$ cat config.mk
export PLATFORM = sky130hd
export DESIGN_NAME = ovfr_core
export DESIGN_NICKNAME = d
export VERILOG_FILES = /design/src/include/ovfr_pkg.sv /design/src/design/ovfr_core.sv
export SDC_FILE = /design/constraint.sdc
export NUM_CORES = 1
export LEC_CHECK = 0
export BUFFER_PORTS_ARGS = -buffer_cell sky130_fd_sc_hd__buf_2
export CORE_ASPECT_RATIO = 1.25
export CORE_MARGIN = 1.5
export CORE_UTILIZATION = 25
export DETAILED_ROUTE_END_ITERATION = 7
export HOLD_SLACK_MARGIN = 0.03
export PLACE_DENSITY = 0.48
export REMOVE_ABC_BUFFERS = 1
export SETUP_SLACK_MARGIN = 0.5
export SLEW_MARGIN = 25
export SYNTH_ARGS = -nofsm -noshare
export SYNTH_HDL_FRONTEND = slang
export SYNTH_SLANG_ARGS = --single-unit
export TNS_END_PERCENT = 5
$ cat constraint.sdc
create_clock -name clk_sys -period 6.15 [get_ports clk_sys]
set_input_delay 0.3075 -clock clk_sys [delete_from_list [all_inputs] [get_ports clk_sys]]
set_output_delay 0.3075 -clock clk_sys [all_outputs]
set_load 0.05 [all_outputs]
$ cat src/include/ovfr_pkg.sv
// package for the output over-voltage fault reaction block
// assumes a register write strobe from the PMBus command decoder outside
package ovfr_pkg;
   localparam logic [7:0] OVFR_REACTION_CFG_ADDR = 8'h41;
   localparam logic [7:0] OVFR_TRIP_THRESHOLD_ADDR = 8'h40;
   localparam logic [7:0] OVFR_DELAY_UNIT_ADDR = 8'hc8;
   localparam logic [7:0] OVFR_REACTION_CFG_RESET = 8'h80;
   localparam logic [15:0] OVFR_TRIP_THRESHOLD_RESET = 16'hffff;
   localparam logic [15:0] OVFR_DELAY_UNIT_RESET = 16'h0001;
   localparam int OVFR_RESP_MSB = 7;
   localparam int OVFR_RESP_LSB = 6;
   localparam int OVFR_RETRY_MSB = 5;
   localparam int OVFR_RETRY_LSB = 3;
   localparam int OVFR_DELAY_MSB = 2;
   localparam int OVFR_DELAY_LSB = 0;
   localparam logic [1:0] OVFR_RESP_IGNORE = 2'h0;
   localparam logic [1:0] OVFR_RESP_DELAY = 2'h1;
   localparam logic [1:0] OVFR_RESP_SHUTDOWN = 2'h2;
   localparam logic [1:0] OVFR_RESP_WHILE = 2'h3;
   localparam logic [2:0] OVFR_RETRY_NONE = 3'h0;
   localparam logic [2:0] OVFR_RETRY_FOREVER = 3'h7;
   localparam int OVFR_TIMER_W = 24;

   typedef enum logic [2:0] {
      OVFR_RUN      = 3'b000,
      OVFR_GRACE    = 3'b001,
      OVFR_WAIT     = 3'b011,
      OVFR_RESTART  = 3'b010,
      OVFR_LATCHED  = 3'b110,
      OVFR_HOLD     = 3'b111
   } ovfr_state_t;
endpackage

$ cat src/design/ovfr_core.sv
// output over-voltage fault reaction: compare, grace delay, shutdown, retries
// assumes synchronous inputs, register writes as one-cycle strobes with address
`timescale 1ns/1ps
// Function
// - code 00 keeps converting through faults
// - code 01 runs for delay, then retry
// - code 10 disables at once, then retry
// - code 11 disables only while fault persists
// - status clear, clear-faults, reset, bias clear
// - output off then on clears fault
// - retry 000 stays off until cleared
// - retry 1..6 attempts, then stay off
// - attempts spaced by delay times unit
// - retry 111 retries without limit
// - delay field n means 2^n units
// - unit register shared by both delays
// - fault when voltage exceeds trip threshold
module ovfr_core
   import ovfr_pkg::*;
(
   input  wire logic        clk_sys,
   input  wire logic        rst_b,
   input  wire logic        clk_en,
   input  wire logic        reg_wr,
   input  wire logic [7:0]  reg_addr,
   input  wire logic [15:0] reg_wdata,
   input  wire logic [15:0] vout_meas,
   input  wire logic        status_bit_clr,
   input  wire logic        clear_faults_cmd,
   input  wire logic        bias_lost,
   input  wire logic        output_cmd_on,
   input  wire logic        other_fault_shutdown,
   output logic             output_enable,
   output logic             fault_latched,
   output logic             ov_fault,
   output logic [7:0]       reaction_cfg_rd,
   output logic [2:0]       state_rd
);
   logic [7:0]              cfg_q;
   logic [15:0]             thr_q;
   logic [15:0]             unit_q;
   ovfr_state_t             st_q;
   logic [OVFR_TIMER_W-1:0] tmr_q;
   logic [2:0]              tries_q;
   logic                    cmd_on_q;
   logic                    clr_any;
   logic                    ov_now;
   logic [1:0]              resp;
   logic [2:0]              retry;
   logic [2:0]              dly;

   // 2^n units; 128 * 16-bit unit fits the 24-bit timer
   // a zero unit wraps the load to the longest count, so hosts must not write it
   function automatic logic [OVFR_TIMER_W-1:0] delay_cycles(input logic [2:0] n,
                                                             input logic [15:0] u);
      delay_cycles = {8'h00, u} << n;
   endfunction

   assign resp   = cfg_q[OVFR_RESP_MSB:OVFR_RESP_LSB];
   assign retry  = cfg_q[OVFR_RETRY_MSB:OVFR_RETRY_LSB];
   assign dly    = cfg_q[OVFR_DELAY_MSB:OVFR_DELAY_LSB];
   assign ov_now = vout_meas > thr_q;
   // commanded off-to-on edge acts as a clear
   assign clr_any = status_bit_clr | clear_faults_cmd | bias_lost
                  | (output_cmd_on & ~cmd_on_q);

   always_ff @(posedge clk_sys or negedge rst_b) begin
      if (!rst_b) begin
         cfg_q  <= OVFR_REACTION_CFG_RESET;
         thr_q  <= OVFR_TRIP_THRESHOLD_RESET;
         unit_q <= OVFR_DELAY_UNIT_RESET;
      end else if (clk_en && reg_wr) begin
         if (reg_addr == OVFR_REACTION_CFG_ADDR) cfg_q <= reg_wdata[7:0];
         if (reg_addr == OVFR_TRIP_THRESHOLD_ADDR) thr_q <= reg_wdata;
         if (reg_addr == OVFR_DELAY_UNIT_ADDR) unit_q <= reg_wdata;
      end
   end

   // idle level is on, so leaving reset is not taken as an off-to-on edge
   always_ff @(posedge clk_sys or negedge rst_b) begin
      if (!rst_b) cmd_on_q <= 1'b1;
      else if (clk_en) cmd_on_q <= output_cmd_on;
   end

   always_ff @(posedge clk_sys or negedge rst_b) begin
      if (!rst_b) begin
         st_q    <= OVFR_RUN;
         tmr_q   <= '0;
         tries_q <= '0;
      end else if (clk_en) begin
         if (tmr_q != '0) tmr_q <= tmr_q - 1'b1;
         case (st_q)
            OVFR_RUN: begin
               if (ov_now) begin
                  tries_q <= retry;
                  case (resp)
                     OVFR_RESP_IGNORE: st_q <= OVFR_RUN;
                     OVFR_RESP_DELAY: begin
                        st_q  <= OVFR_GRACE;
                        tmr_q <= delay_cycles(dly, unit_q) - 1'b1;
                     end
                     OVFR_RESP_SHUTDOWN: begin
                        st_q  <= (retry == OVFR_RETRY_NONE) ? OVFR_LATCHED
                                                            : OVFR_WAIT;
                        tmr_q <= delay_cycles(dly, unit_q) - 1'b1;
                     end
                     default: st_q <= OVFR_HOLD;
                  endcase
               end
            end
            OVFR_GRACE: begin
               if (tmr_q == '0) begin
                  if (!ov_now) st_q <= OVFR_RUN;
                  else begin
                     st_q  <= (retry == OVFR_RETRY_NONE) ? OVFR_LATCHED : OVFR_WAIT;
                     tmr_q <= delay_cycles(dly, unit_q) - 1'b1;
                  end
               end
            end
            OVFR_WAIT: begin
               if (tmr_q == '0) begin
                  st_q  <= OVFR_RESTART;
                  tmr_q <= delay_cycles(dly, unit_q) - 1'b1;
                  if (tries_q != OVFR_RETRY_FOREVER) tries_q <= tries_q - 1'b1;
               end
            end
            OVFR_RESTART: begin
               // an attempt succeeds once it survives a full spacing interval
               if (ov_now) st_q <= (tries_q == '0) ? OVFR_LATCHED : OVFR_WAIT;
               else if (tmr_q == '0) st_q <= OVFR_RUN;
            end
            OVFR_LATCHED: st_q <= OVFR_LATCHED;
            OVFR_HOLD: if (!ov_now) st_q <= OVFR_RUN;
            default: st_q <= OVFR_RUN;
         endcase
         // retry-forever also stops when another fault shuts the unit down
         if (other_fault_shutdown && st_q != OVFR_RUN) st_q <= OVFR_LATCHED;
         if (clr_any) begin
            st_q  <= OVFR_RUN;
            tmr_q <= '0;
         end
      end
   end

   always_ff @(posedge clk_sys or negedge rst_b) begin
      if (!rst_b) begin
         output_enable   <= 1'b0;
         fault_latched   <= 1'b0;
         ov_fault        <= 1'b0;
         reaction_cfg_rd <= OVFR_REACTION_CFG_RESET;
         state_rd        <= OVFR_RUN;
      end else if (clk_en) begin
         output_enable   <= output_cmd_on & (st_q == OVFR_RUN || st_q == OVFR_GRACE
                                             || st_q == OVFR_RESTART);
         fault_latched   <= st_q == OVFR_LATCHED;
         ov_fault        <= ov_now;
         reaction_cfg_rd <= cfg_q;
         state_rd        <= st_q;
      end
   end

   property p_ignore;
      @(posedge clk_sys) disable iff (!rst_b)
      clk_en && st_q == OVFR_RUN && ov_now && resp == OVFR_RESP_IGNORE && !clr_any
      && !other_fault_shutdown |=> st_q == OVFR_RUN;
   endproperty
   a_ignore: assert property (p_ignore) else $error("ignore mode left run");
   property p_shut;
      @(posedge clk_sys) disable iff (!rst_b)
      clk_en && st_q == OVFR_RUN && ov_now && resp == OVFR_RESP_SHUTDOWN && !clr_any
      |=> st_q != OVFR_RUN;
   endproperty
   a_shut: assert property (p_shut) else $error("shutdown mode kept running");
   property p_hold_out;
      @(posedge clk_sys) disable iff (!rst_b) clk_en && st_q == OVFR_HOLD |=> !output_enable;
   endproperty
   a_hold_out: assert property (p_hold_out) else $error("output on while held");
   property p_clear;
      @(posedge clk_sys) disable iff (!rst_b) clk_en && clr_any |=> st_q == OVFR_RUN;
   endproperty
   a_clear: assert property (p_clear) else $error("clear did not release fault");
   property p_latch_stays;
      @(posedge clk_sys) disable iff (!rst_b)
      clk_en && st_q == OVFR_LATCHED && !clr_any |=> st_q == OVFR_LATCHED;
   endproperty
   a_latch_stays: assert property (p_latch_stays) else $error("latched fault left");
   property p_trip;
      @(posedge clk_sys) disable iff (!rst_b) clk_en |=> ov_fault == $past(vout_meas > thr_q);
   endproperty
   a_trip: assert property (p_trip) else $error("trip flag wrong");
   property p_forever;
      @(posedge clk_sys) disable iff (!rst_b)
      clk_en && st_q == OVFR_RESTART && tries_q == OVFR_RETRY_FOREVER && ov_now
      && !clr_any && !other_fault_shutdown |=> st_q == OVFR_WAIT;
   endproperty
   a_forever: assert property (p_forever) else $error("continuous retry stopped");
   property p_exhaust;
      @(posedge clk_sys) disable iff (!rst_b)
      clk_en && st_q == OVFR_RESTART && tries_q == '0 && ov_now && !clr_any
      |=> st_q == OVFR_LATCHED;
   endproperty
   a_exhaust: assert property (p_exhaust) else $error("retries not exhausted");
   property p_grace_on;
      @(posedge clk_sys) disable iff (!rst_b)
      clk_en && st_q == OVFR_GRACE && output_cmd_on |=> output_enable;
   endproperty
   a_grace_on: assert property (p_grace_on) else $error("output dropped in grace delay");
   property p_wait_off;
      @(posedge clk_sys) disable iff (!rst_b) clk_en && st_q == OVFR_WAIT |=> !output_enable;
   endproperty
   a_wait_off: assert property (p_wait_off) else $error("output on while waiting");
   property p_spend;
      @(posedge clk_sys) disable iff (!rst_b)
      clk_en && st_q == OVFR_WAIT && tmr_q == '0 && tries_q != OVFR_RETRY_FOREVER
      |=> tries_q == $past(tries_q) - 3'h1;
   endproperty
   a_spend: assert property (p_spend) else $error("attempt did not spend a retry");
   c_grace: cover property (@(posedge clk_sys) st_q == OVFR_GRACE ##1 st_q == OVFR_WAIT);
   c_retry_ok: cover property (@(posedge clk_sys) st_q == OVFR_RESTART ##1 st_q == OVFR_RUN);
   c_latch: cover property (@(posedge clk_sys) st_q == OVFR_RESTART ##1 st_q == OVFR_LATCHED);
   c_hold: cover property (@(posedge clk_sys) st_q == OVFR_HOLD ##1 st_q == OVFR_RUN);
   c_forever: cover property (@(posedge clk_sys)
      st_q == OVFR_RESTART && tries_q == OVFR_RETRY_FOREVER);
endmodule

== Yosys cells after proc, flatten, opt, wreduce, memory -nomap -nowiden ==
Cells that the tools add are included.

* Logic and storage cells: 85
* Register bits after elaboration: 85
* Output and inout port bits: 14

* $add $sub $neg: 3
* Reductions and logical operators: 18
* Bitwise gates (word level): 6
* Shift-type cells: 1
* Multiplexer cells: 25
* Order comparisons: 1
* Eq/ne operators: 19

{| class="wikitable"
|+ Operator list
! kind !! count
|-
| $mux W24 || 7
|-
| $pmux W24 S3 || 1
|-
| $sub A24 B1 Y24 const B || 2
|-
| $mux W3 || 14
|-
| $logic_not A24 Y1 || 1
|-
| $reduce_bool A24 Y1 || 1
|-
| $shl A16 B3 Y24 || 1
|-
| $pmux W3 S6 || 1
|-
| $eq A8 B7 Y1 const B || 2
|-
| $gt A16 B16 Y1 || 1
|-
| $ne A4 B4 Y1 const B || 4
|-
| $logic_not A3 Y1 || 3
|-
| $pmux W3 S3 || 1
|-
| $eq A8 B8 Y1 const B || 1
|-
| $eq A3 B2 Y1 const B || 2
|-
| $eq A3 B3 Y1 const B || 2
|-
| $ne A2 B2 Y1 const B || 3
|-
| $pmux W3 S2 || 1
|-
| $reduce_and A2 Y1 || 3
|-
| $reduce_and A6 Y1 || 1
|-
| $ne A5 B5 Y1 const B || 1
|-
| $reduce_and A5 Y1 || 1
|-
| $eq A3 B1 Y1 const B || 1
|-
| $ne A3 B3 Y1 const B || 1
|-
| 12 further kinds || 17
|}

== Depth between registers and ports, before layout ==
Gate-level depths: netlist of the first run.

* Depth in word-level cells: 7
* Gate-level depth with buffers: 13
* Gate-level depth less buffers: 10

== Worst setup path before layout of the first run ==
No wires, ideal clock.

* Kind: register -> register
* From: register thr_q[15]
* To: register tmr_q[5]
* Library setup time: 0.126 ns
* Path slack: 3.178 ns
* Stages on the path, launching flop included: 13
* Path buffers: 2
* Data arrival time: 2.845 ns
* Path through: dfstp_2 inv_1 ha_1 nand4_1 nor4_1 a21bo_2 a31o_2 or3_1 buf_4 nand2_4 buf_6 o2bb2ai_1 a311o_1

* Cells in the longest elaborated chain, start to end: 5
* Elaborated cells between the ends (all ways): 6

{| class="wikitable"
|+ Ends and longest elaborated chain
! element !! RTL line !! text
|-
| from (decl) || ovfr_core.sv:40 || <nowiki>logic [15:0] thr_q;</nowiki>
|-
| from (signal assigned) || ovfr_core.sv:74 || <nowiki>if (reg_addr == OVFR_TRIP_THRESHOLD_ADDR) thr_q <= reg_wdata;</nowiki>
|-
| $gt A16 B16 Y1 * || ovfr_core.sv:62 || <nowiki>assign ov_now = vout_meas > thr_q;</nowiki>
|-
| $mux W24 || ovfr_core.sv:113 || <nowiki>if (!ov_now) st_q <= OVFR_RUN;</nowiki>
|-
| $mux W24 || ovfr_core.sv:112 || <nowiki>if (tmr_q == '0) begin</nowiki>
|-
| $pmux W24 S3 * || ovfr_core.sv:92 || <nowiki>case (st_q)</nowiki>
|-
| $mux W24 * || ovfr_core.sv:138 || <nowiki>if (clr_any) begin</nowiki>
|-
| to (signal assigned) || ovfr_core.sv:91 || <nowiki>if (tmr_q != '0) tmr_q <= tmr_q - 1'b1;</nowiki>
|-
| to (signal assigned) || ovfr_core.sv:100 || <nowiki>tmr_q <= delay_cycles(dly, unit_q) - 1'b1;</nowiki>
|-
| to (signal assigned) || ovfr_core.sv:116 || <nowiki>tmr_q <= delay_cycles(dly, unit_q) - 1'b1;</nowiki>
|-
| to (decl) || ovfr_core.sv:43 || <nowiki>logic [OVFR_TIMER_W-1:0] tmr_q;</nowiki>
|}

Mark *: on every way between the ends. The rest lies on a longest branch, timed or not.
A chain may end at the register's enable or synchronous reset.

== Final worst setup path of the first run ==
* From: register thr_q[15]
* To: register tmr_q[8]

Same word-level chain as after synthesis.

==> summary.md, run 1 <==
| Metric | Value |
|---|---|
| Row cnt | 64 |
| I/O pins | 63 |
| Fin nets | 792 |
| Type of the worst min-delay path | input port to flop |
| Worst slew pin tran | 1090 ps |
| Crit path largest cell delay | 920 ps |
| Required @ worst endpoint | 6390 ps |
| H-tree depth | 3 |
| Initial core utilization | 25.5% |
| Max cap viols | 0 |
| Simple-Gate Fraction of Synth Area | 20.5% |
| Mux share of post-synthesis cell area | 13.5% |
| PortBufs | 62 |
| Max Freq | 246 MHz |
| Core area | 24500 sq um |
| Placer Congestion | 0.812 |
| Synth cell count leaders | nand2_1 (67), dfrtp_1 (65), o21ai_0 (44), mux2_2 (42), inv_1 (36) |
| Fillers | 2645 |
| First-pass GRT wire length | 29300 um |
| Largest family of logic cells by synthesized area | simple AND/OR/NAND/NOR gates |
| Reg2reg end | tmr_q[8]$_DFFE_PN0P_ |
| Crit path launch type | flop |
| Number of synthesized flops with an enable pin | 0 |
| CTS tree | built |
| Die Span Y | 180 um |
| Cts hold-fix bufs | 1 |
| Power Dens Cells | 364 nW/um^2 |
| Sequential element share of the synthesized area | 34.5% |
| Sink Count | 85 |
| Critical Path End | tmr_q[8]$_DFFE_PN0P_ |
| Slowest cell on the critical path | nor4_1 |
| CP max FO | 9 |
| Ys Warns | 0 |
| Pre-antenna DRT Iters | 4 |
| Vias per std cell | 4.98 |
| DRT Wirelength | 17700 um |
| Part of the cycle the worst path needs | 66.1% |
| RSZ-0062 raised after global routing | false |
| Setup Buffers After CTS | 0 |
| Cell with the most instances after synthesis | nand2_1 |
| Final non-filler cell total | 1054 |
| Hold slack | 185 ps |
| Total GRT Usage | 14.3% |
| Placed Instances | 1037 |
| Mapped Avg Cell Area | 9.35 sq um |
| CTS Root Cell | clkbuf_16 |
| Post-Layout Inst Area | 7210 sq um |
| Leakage | 3.22 nW |
| Largest net degree at the start of global routing | 47 |
| Primary FF master, synth | dfrtp_1 |
| DR WL/cell | 16.8 um |
| Ant diodes | 0 |
| Post-synthesis sequential element count | 85 |
| Xor and xnor area share after synthesis | 3.09% |
| Post-synthesis cell type count | 85 |
| Normalized max-slew margin | 26.9% |
| Gate Count Post-Synth | 667 |
| Peak VDD IR | 288 uV |
| Synth top area cells | dfrtp_1 (26%), dfstp_2 (8.4%), mux2_2 (7.6%) |
| Async set-or-reset flop fraction in the synthesized netlist | 100% |
| R2r setup slk | 2080 ps |
| Clock Path Buffers | 2 |
| Worst R2R Path Depth | 10 |
| Die area | 25900 sq um |
| Setup crit end kind | flop |
| Layout area overhead | 15.6% |
| Detailed-route DRC error count | 0 |
| Initial antenna violation count | 0 |
| Final HPWL DP | 13500 um |
| Crit path cell chain | inv_1, ha_1, nand4_1, nor4_1, a21bo_2, a31oi_1, nor2_1, nand2_2, o21ai_0, a211o_1 |
| Routed Antenna Nets | 0 |
| Worst Path Arrival | 4300 ps |
| Clk Latency, worst-skew pair | 360 ps |
| Die Wd | 144 um |
| Final setup fails | 0 |
| Complex-gate fraction of the synthesized area | 18.9% |
| Vias in the first global route | 5336 |
| Outcome | finished, final reports clean |
| Setup tns final | 0 ps |
| Final Hold Viols | 0 |
| Num CTS Buffers | 9 |
| Clk_skew | 11.5 ps |
| Adder-cell share of the synthesized area | 4.81% |
| Drt first-iter violations | 247 |
| GR Overflow Total | 0 |
| Layout cells sized above 1 | 26.0% |
| Fin worst setup slack | 2080 ps |
| Placed Area | 6880 sq um |
| Place WS | 2180 ps |
| Worst setup path start | thr_q[15]$_DFFE_PN1P_ |
| Reg clk slew, reported paths | 70 ps |
| Crit path time final | 4070 ps |
| Area share of the largest cell type after synthesis | 26.1% |
| Synth Cell Area | 6240 sq um |
| Post-CTS Resized | 0 |
| Critical R2R Launch | thr_q[15]$_DFFE_PN1P_ |
| Crit Path Class | flop to flop |
| Largest area contributor in the netlist | dfrtp_1 |
| Max Slew Vio Count | 0 |
| Vias | 5251 |
==> layer usage <==
metal	up-vias	wire length, um	GRT usage [%]
met5	-	0	0
met4	0	476	6.02
met3	24	448	1.25
met2	98	8830	24.2
met1	2545	7910	18.4
li1	2584	-	-
==> power by group <==
group / switching (mW) / internal, mW
Clock: 0.244 / 0.359
Sequential: 0.0731 / 0.633
Combinational: 0.855 / 0.464
==> through the flow <==
step           util [%]  total power, mW
2_1_floorplan         -             1.66
3_3_place_gp       28.1             2.02
3_5_place_dp       28.1             2.00
4_1_cts            29.4             2.63
5_1_grt            29.4             2.83
6_report           29.4             2.63
==> state kept, by name, summed over array words and instances (netlist names) <==
name             flops
st_q                 3
output_enable        1
tmr_q               24
tries_q              3
thr_q               16
reaction_cfg_rd      8
cfg_q                8
fault_latched        1
ov_fault             1
unit_q              16
state_rd             3
cmd_on_q             1
==> worst min path at each step <==
stage | from | to | slack, ps | depth (start not counted)
after floorplan | rst_b | cfg_q[0]$_DFFE_PN0P_ | 10 | 0
after global placement | rst_b | unit_q[5]$_DFFE_PN0P_ | 330 | 1
after detailed placement | rst_b | unit_q[5]$_DFFE_PN0P_ | 330 | 1
after CTS | reg_wdata[8] | thr_q[8]$_DFFE_PN1P_ | 180 | 3
after global routing | reg_wdata[8] | thr_q[8]$_DFFE_PN1P_ | 210 | 3
final | reg_wdata[8] | thr_q[8]$_DFFE_PN1P_ | 180 | 3
==> layout by cell type, fill, tap and decap left out, types with 8 or more instances in the layout <==
cell type / count
nand2_1: 67
dfrtp_1: 65
buf_2: 61
o21ai_0: 44
mux2_2: 42
inv_1: 36
nor2_1: 33
a21oi_1: 26
ha_1: 24
nor3_1: 22
dfstp_2: 20
nand3_1: 18
xnor2_1: 14
mux2i_1: 13
nor2b_1: 11
nor4_1: 11
nand2b_1: 9
or3_1: 9
clkbuf_16: 9
mux4_2: 8
a31oi_1: 8
xor2_1: 8
buf_4: 8
==> cell families after synthesis <==
| group | Yosys count |
|---|---|
| xor gates and xnor gates | 22 |
| and+or+nand+nor | 236 |
| adders and majority gates | 24 |
| DFF | 85 |
| buffers and inverters | 67 |
| muxes | 67 |
| AOI/OAI and AO/OA | 166 |
==> critical path, delay by kind of cell (launching register included) <==
kind                     cells  cell delay, ps
AO/OA/AOI/OAI                4            1490
adder cells (fa/ha/maj)      1             300
buffers and inverters        1              40
flip-flops                   1             510
AND/OR/NAND/NOR              4            1600
==> cell type report <==
type	count	area, sq um	area share, %
inverters	38	143	1.98
repair buffers	70	375	5.21
clock buffers	11	233	3.23
well taps	330	413	5.73
flip-flops and latches	85	2150	29.8
clock inverters	5	86.3	1.20
multi-input cells	515	3810	52.8
Power figures use the tool's default switching activity.
==> run 2: changes to the inputs <==
==> constraint.sdc (replaced) <==
create_clock -name clk_sys -period 3.75 [get_ports clk_sys]
set_input_delay 0.1875 -clock clk_sys [delete_from_list [all_inputs] [get_ports clk_sys]]
set_output_delay 0.1875 -clock clk_sys [all_outputs]
set_load 0.05 [all_outputs]
==> run 2 against run 1 <==
Compared with the run above: cell count rose by 1.0%; die area did not move; design area rose by 1.4%; fmax rose by 25%; register-to-register slack got worse by 1600 ps; combinational power rose by 66%; routed wire length rose by 1.7%; critical path depth fell by 1; global-route usage rose by 0.27 points; worst setup slack got worse by 1600 ps; largest cell class unchanged.
==> summary.md, run 2 (synthesis results as in run 1) <==
| Metric | Value |
|---|---|
| Outcome | finished, final reports clean |
| Internal | 2.31 mW (+59%) |
| Max Slew Vio Count | 0 (unchanged) |
| Layout area overhead | 17.2% |
| DR WL/cell | 16.9 um (+0.68%) |
| Clk Latency, worst-skew pair | 350 ps (about the same) |
| Total GRT Usage | 14.6% (+0.27 points) |
| Row cnt | 64 (unchanged) |
| Setup crit end kind | flop |
| Setup tns final | 0 ps (unchanged) |
| Part of the cycle the worst path needs | 86.4% (+20 points) |
| Worst R2R Path Depth | 9 (-1) |
| Max cap viols | 0 (unchanged) |
| Layout cells sized above 1 | 27.8% (+1.8 points) |
| Biggest regs | tmr_q x24, thr_q x16, unit_q x16 |
| Placed Instances | 1048 (+1.1%) |
| Max Freq | 309 MHz (+25%) |
| Detailed-route DRC error count | 0 (unchanged) |
| Vias in the first global route | 5404 (+1.3%) |
| CP max FO | 8 (-1) |
| Type of the worst min-delay path | input port to flop |
| Die area | 25900 sq um (unchanged) |
| Die Wd | 144 um (unchanged) |
| Crit path time final | 3240 ps (-825 ps) |
| Final non-filler cell total | 1065 (+1.0%) |
| Final setup fails | 0 (unchanged) |
| Fin nets | 803 (+1.4%) |
| Largest net degree at the start of global routing | 70 (+49%) |
| Final HPWL DP | 14000 um (+3.8%) |
| Worst Path Arrival | 3470 ps (-830 ps) |
| Peak VDD IR | 449 uV (+56%) |
| Pre-antenna DRT Iters | 5 (+1) |
| Num CTS Buffers | 9 (unchanged) |
| Initial core utilization | 25.5% (unchanged) |
| Initial antenna violation count | 0 (unchanged) |
| Normalized max-slew margin | 47.9% (+21 points) |
| CTS tree | built |
| Die Span Y | 180 um (unchanged) |
| Leakage | 3.26 nW (+1.4%) |
| Worst slew pin tran | 775 ps (-311 ps) |
| Clk_skew | 8.09 ps (-3.42 ps) |
| R2r setup slk | 510 ps (-1580 ps) |
| Setup Buffers After CTS | 0 (unchanged) |
| Reg power frac | 27.4% (+0.5 points) |
| Routed Antenna Nets | 0 (unchanged) |
| Commonest non-fill, non-tap cell in the layout | nand2_1 |
| DRT Wirelength | 18000 um (+1.7%) |
| Placer Congestion | 0.867 (+6.8%) |
| Sw Ratio | 45.5% (+0.94 points) |
| PortBufs | 62 (unchanged) |
| First-pass GRT wire length | 29700 um (+1.2%) |
| Reg2reg end | tmr_q[19]$_DFFE_PN0P_ |
| Total power | 4.24 mW (+61%) |
| Hold slack | 61.0 ps (-124 ps) |
| Core area | 24500 sq um (unchanged) |
| Critical R2R Launch | thr_q[13]$_DFFE_PN1P_ |
| Final Hold Viols | 0 (unchanged) |
| Reg clk slew, reported paths | 70 ps (about the same) |
| Crit path launch type | flop |
| Reg with most FFs | tmr_q |
| Max reg flops | 24 (unchanged) |
| Clk pwr share | 20.8% (-2.1 points) |
| RSZ-0062 raised after global routing | true |
| Vias | 5294 (+0.82%) |
| Required @ worst endpoint | 3980 ps (-2410 ps) |
| Critical Path End | tmr_q[19]$_DFFE_PN0P_ |
| GR Overflow Total | 0 (unchanged) |
| I/O pins | 63 (unchanged) |
| H-tree depth | 3 (unchanged) |
| Clock Path Buffers | 2 (unchanged) |
| Drt first-iter violations | 246 (-0.40%) |
| Core Util, Final | 29.8% (+0.41 points) |
| Vias per std cell | 4.97 (-0.22%) |
| Power Dens Cells | 579 nW/um^2 (+59%) |
| NetSw | 1.93 mW (+65%) |
| CTS Root Cell | clkbuf_16 |
| Commonest cells after routing, fill and taps aside | nand2_1 (67), dfrtp_1 (65), buf_2 (61), o21ai_0 (44), mux2_2 (42) |
| Crit Path Class | flop to flop |
| Sink Count | 85 (unchanged) |
| Gate power share | 51.8% (+1.6 points) |
| Worst setup path start | thr_q[13]$_DFFE_PN1P_ |
| Ant diodes | 0 (unchanged) |
[run 2: cell types whose count changed in the layout (fill, tap and decap cells not counted), sizes merged]
cell and delta:
buf +11, bufinv -2, clkbuf +1, clkinv -1, clkinvlp +2
[run 2: power groups by stage]
stage	Sequential (mW)	Clock (mW)	Combinational, mW
2_1_floorplan	1.15	0	1.56
4_1_cts	1.16	0.910	2.18
5_1_grt	1.18	0.944	2.43
3_5_place_dp	1.18	0	2.14
6_report	1.16	0.881	2.19
3_3_place_gp	1.17	0	2.18
[run 2: cell type report]
cell class                 instances  area [sq um]
multi-input combinational        515          3850
inverter                          38           143
fill                            2682         17200
clock inverter                     4          32.5
tap                              330           413
clock buffer                      12           256
sequential                        85          2150
timing repair buffer              81           462
[run 2: routing by layer]
metal  GRT usage [%]  wire length [um]  up-vias
li1                -                 -     2603
met1            18.4              7800     2546
met2            25.0              9210      116
met3            1.52               506       29
met4            5.82               463        0
met5               0                 0        -
[run 2: through the flow]
step / setup slack [ps] / instance area [sq um]
5_1_grt: 225 / 7310
3_5_place_dp: 233 / 6960
4_1_cts: 489 / 7300
3_3_place_gp: 372 / 6960
2_1_floorplan: 419 / 6090
6_report: 510 / 7310
[run 2: what timing repair did]
| item | CTS | global route |
|---|---|---|
| resized for setup | 8 | 1 |
| endpoints found under the hold margin | 24 | 0 |
| pin swaps | 2 | 0 |
| hold buffers | 1 | 0 |
| cloned | 0 | 0 |
| setup endpoints to repair | 25 | 30 |
[run 2: worst min-delay path by stage]
stage / cells after the start / from / end
after floorplan: 0 / rst_b / cfg_q[0]$_DFFE_PN0P_
after global placement: 1 / rst_b / unit_q[2]$_DFFE_PN0P_
after detailed placement: 1 / rst_b / unit_q[2]$_DFFE_PN0P_
after CTS: 3 / reg_wdata[10] / thr_q[10]$_DFFE_PN1P_
after global routing: 3 / reg_wdata[1] / thr_q[1]$_DFFE_PN1P_
final: 3 / reg_wdata[10] / thr_q[10]$_DFFE_PN1P_
[run 2: worst max-delay path: stages, from the launching register on]
cell and delay [ps]:
dfstp_2 510, inv_1 40, ha_1 290, nand4_1 210
or4_1 620, a31o_2 380, a211oi_4 340, nor3_1 170
a31o_2 290, a221o_1 260
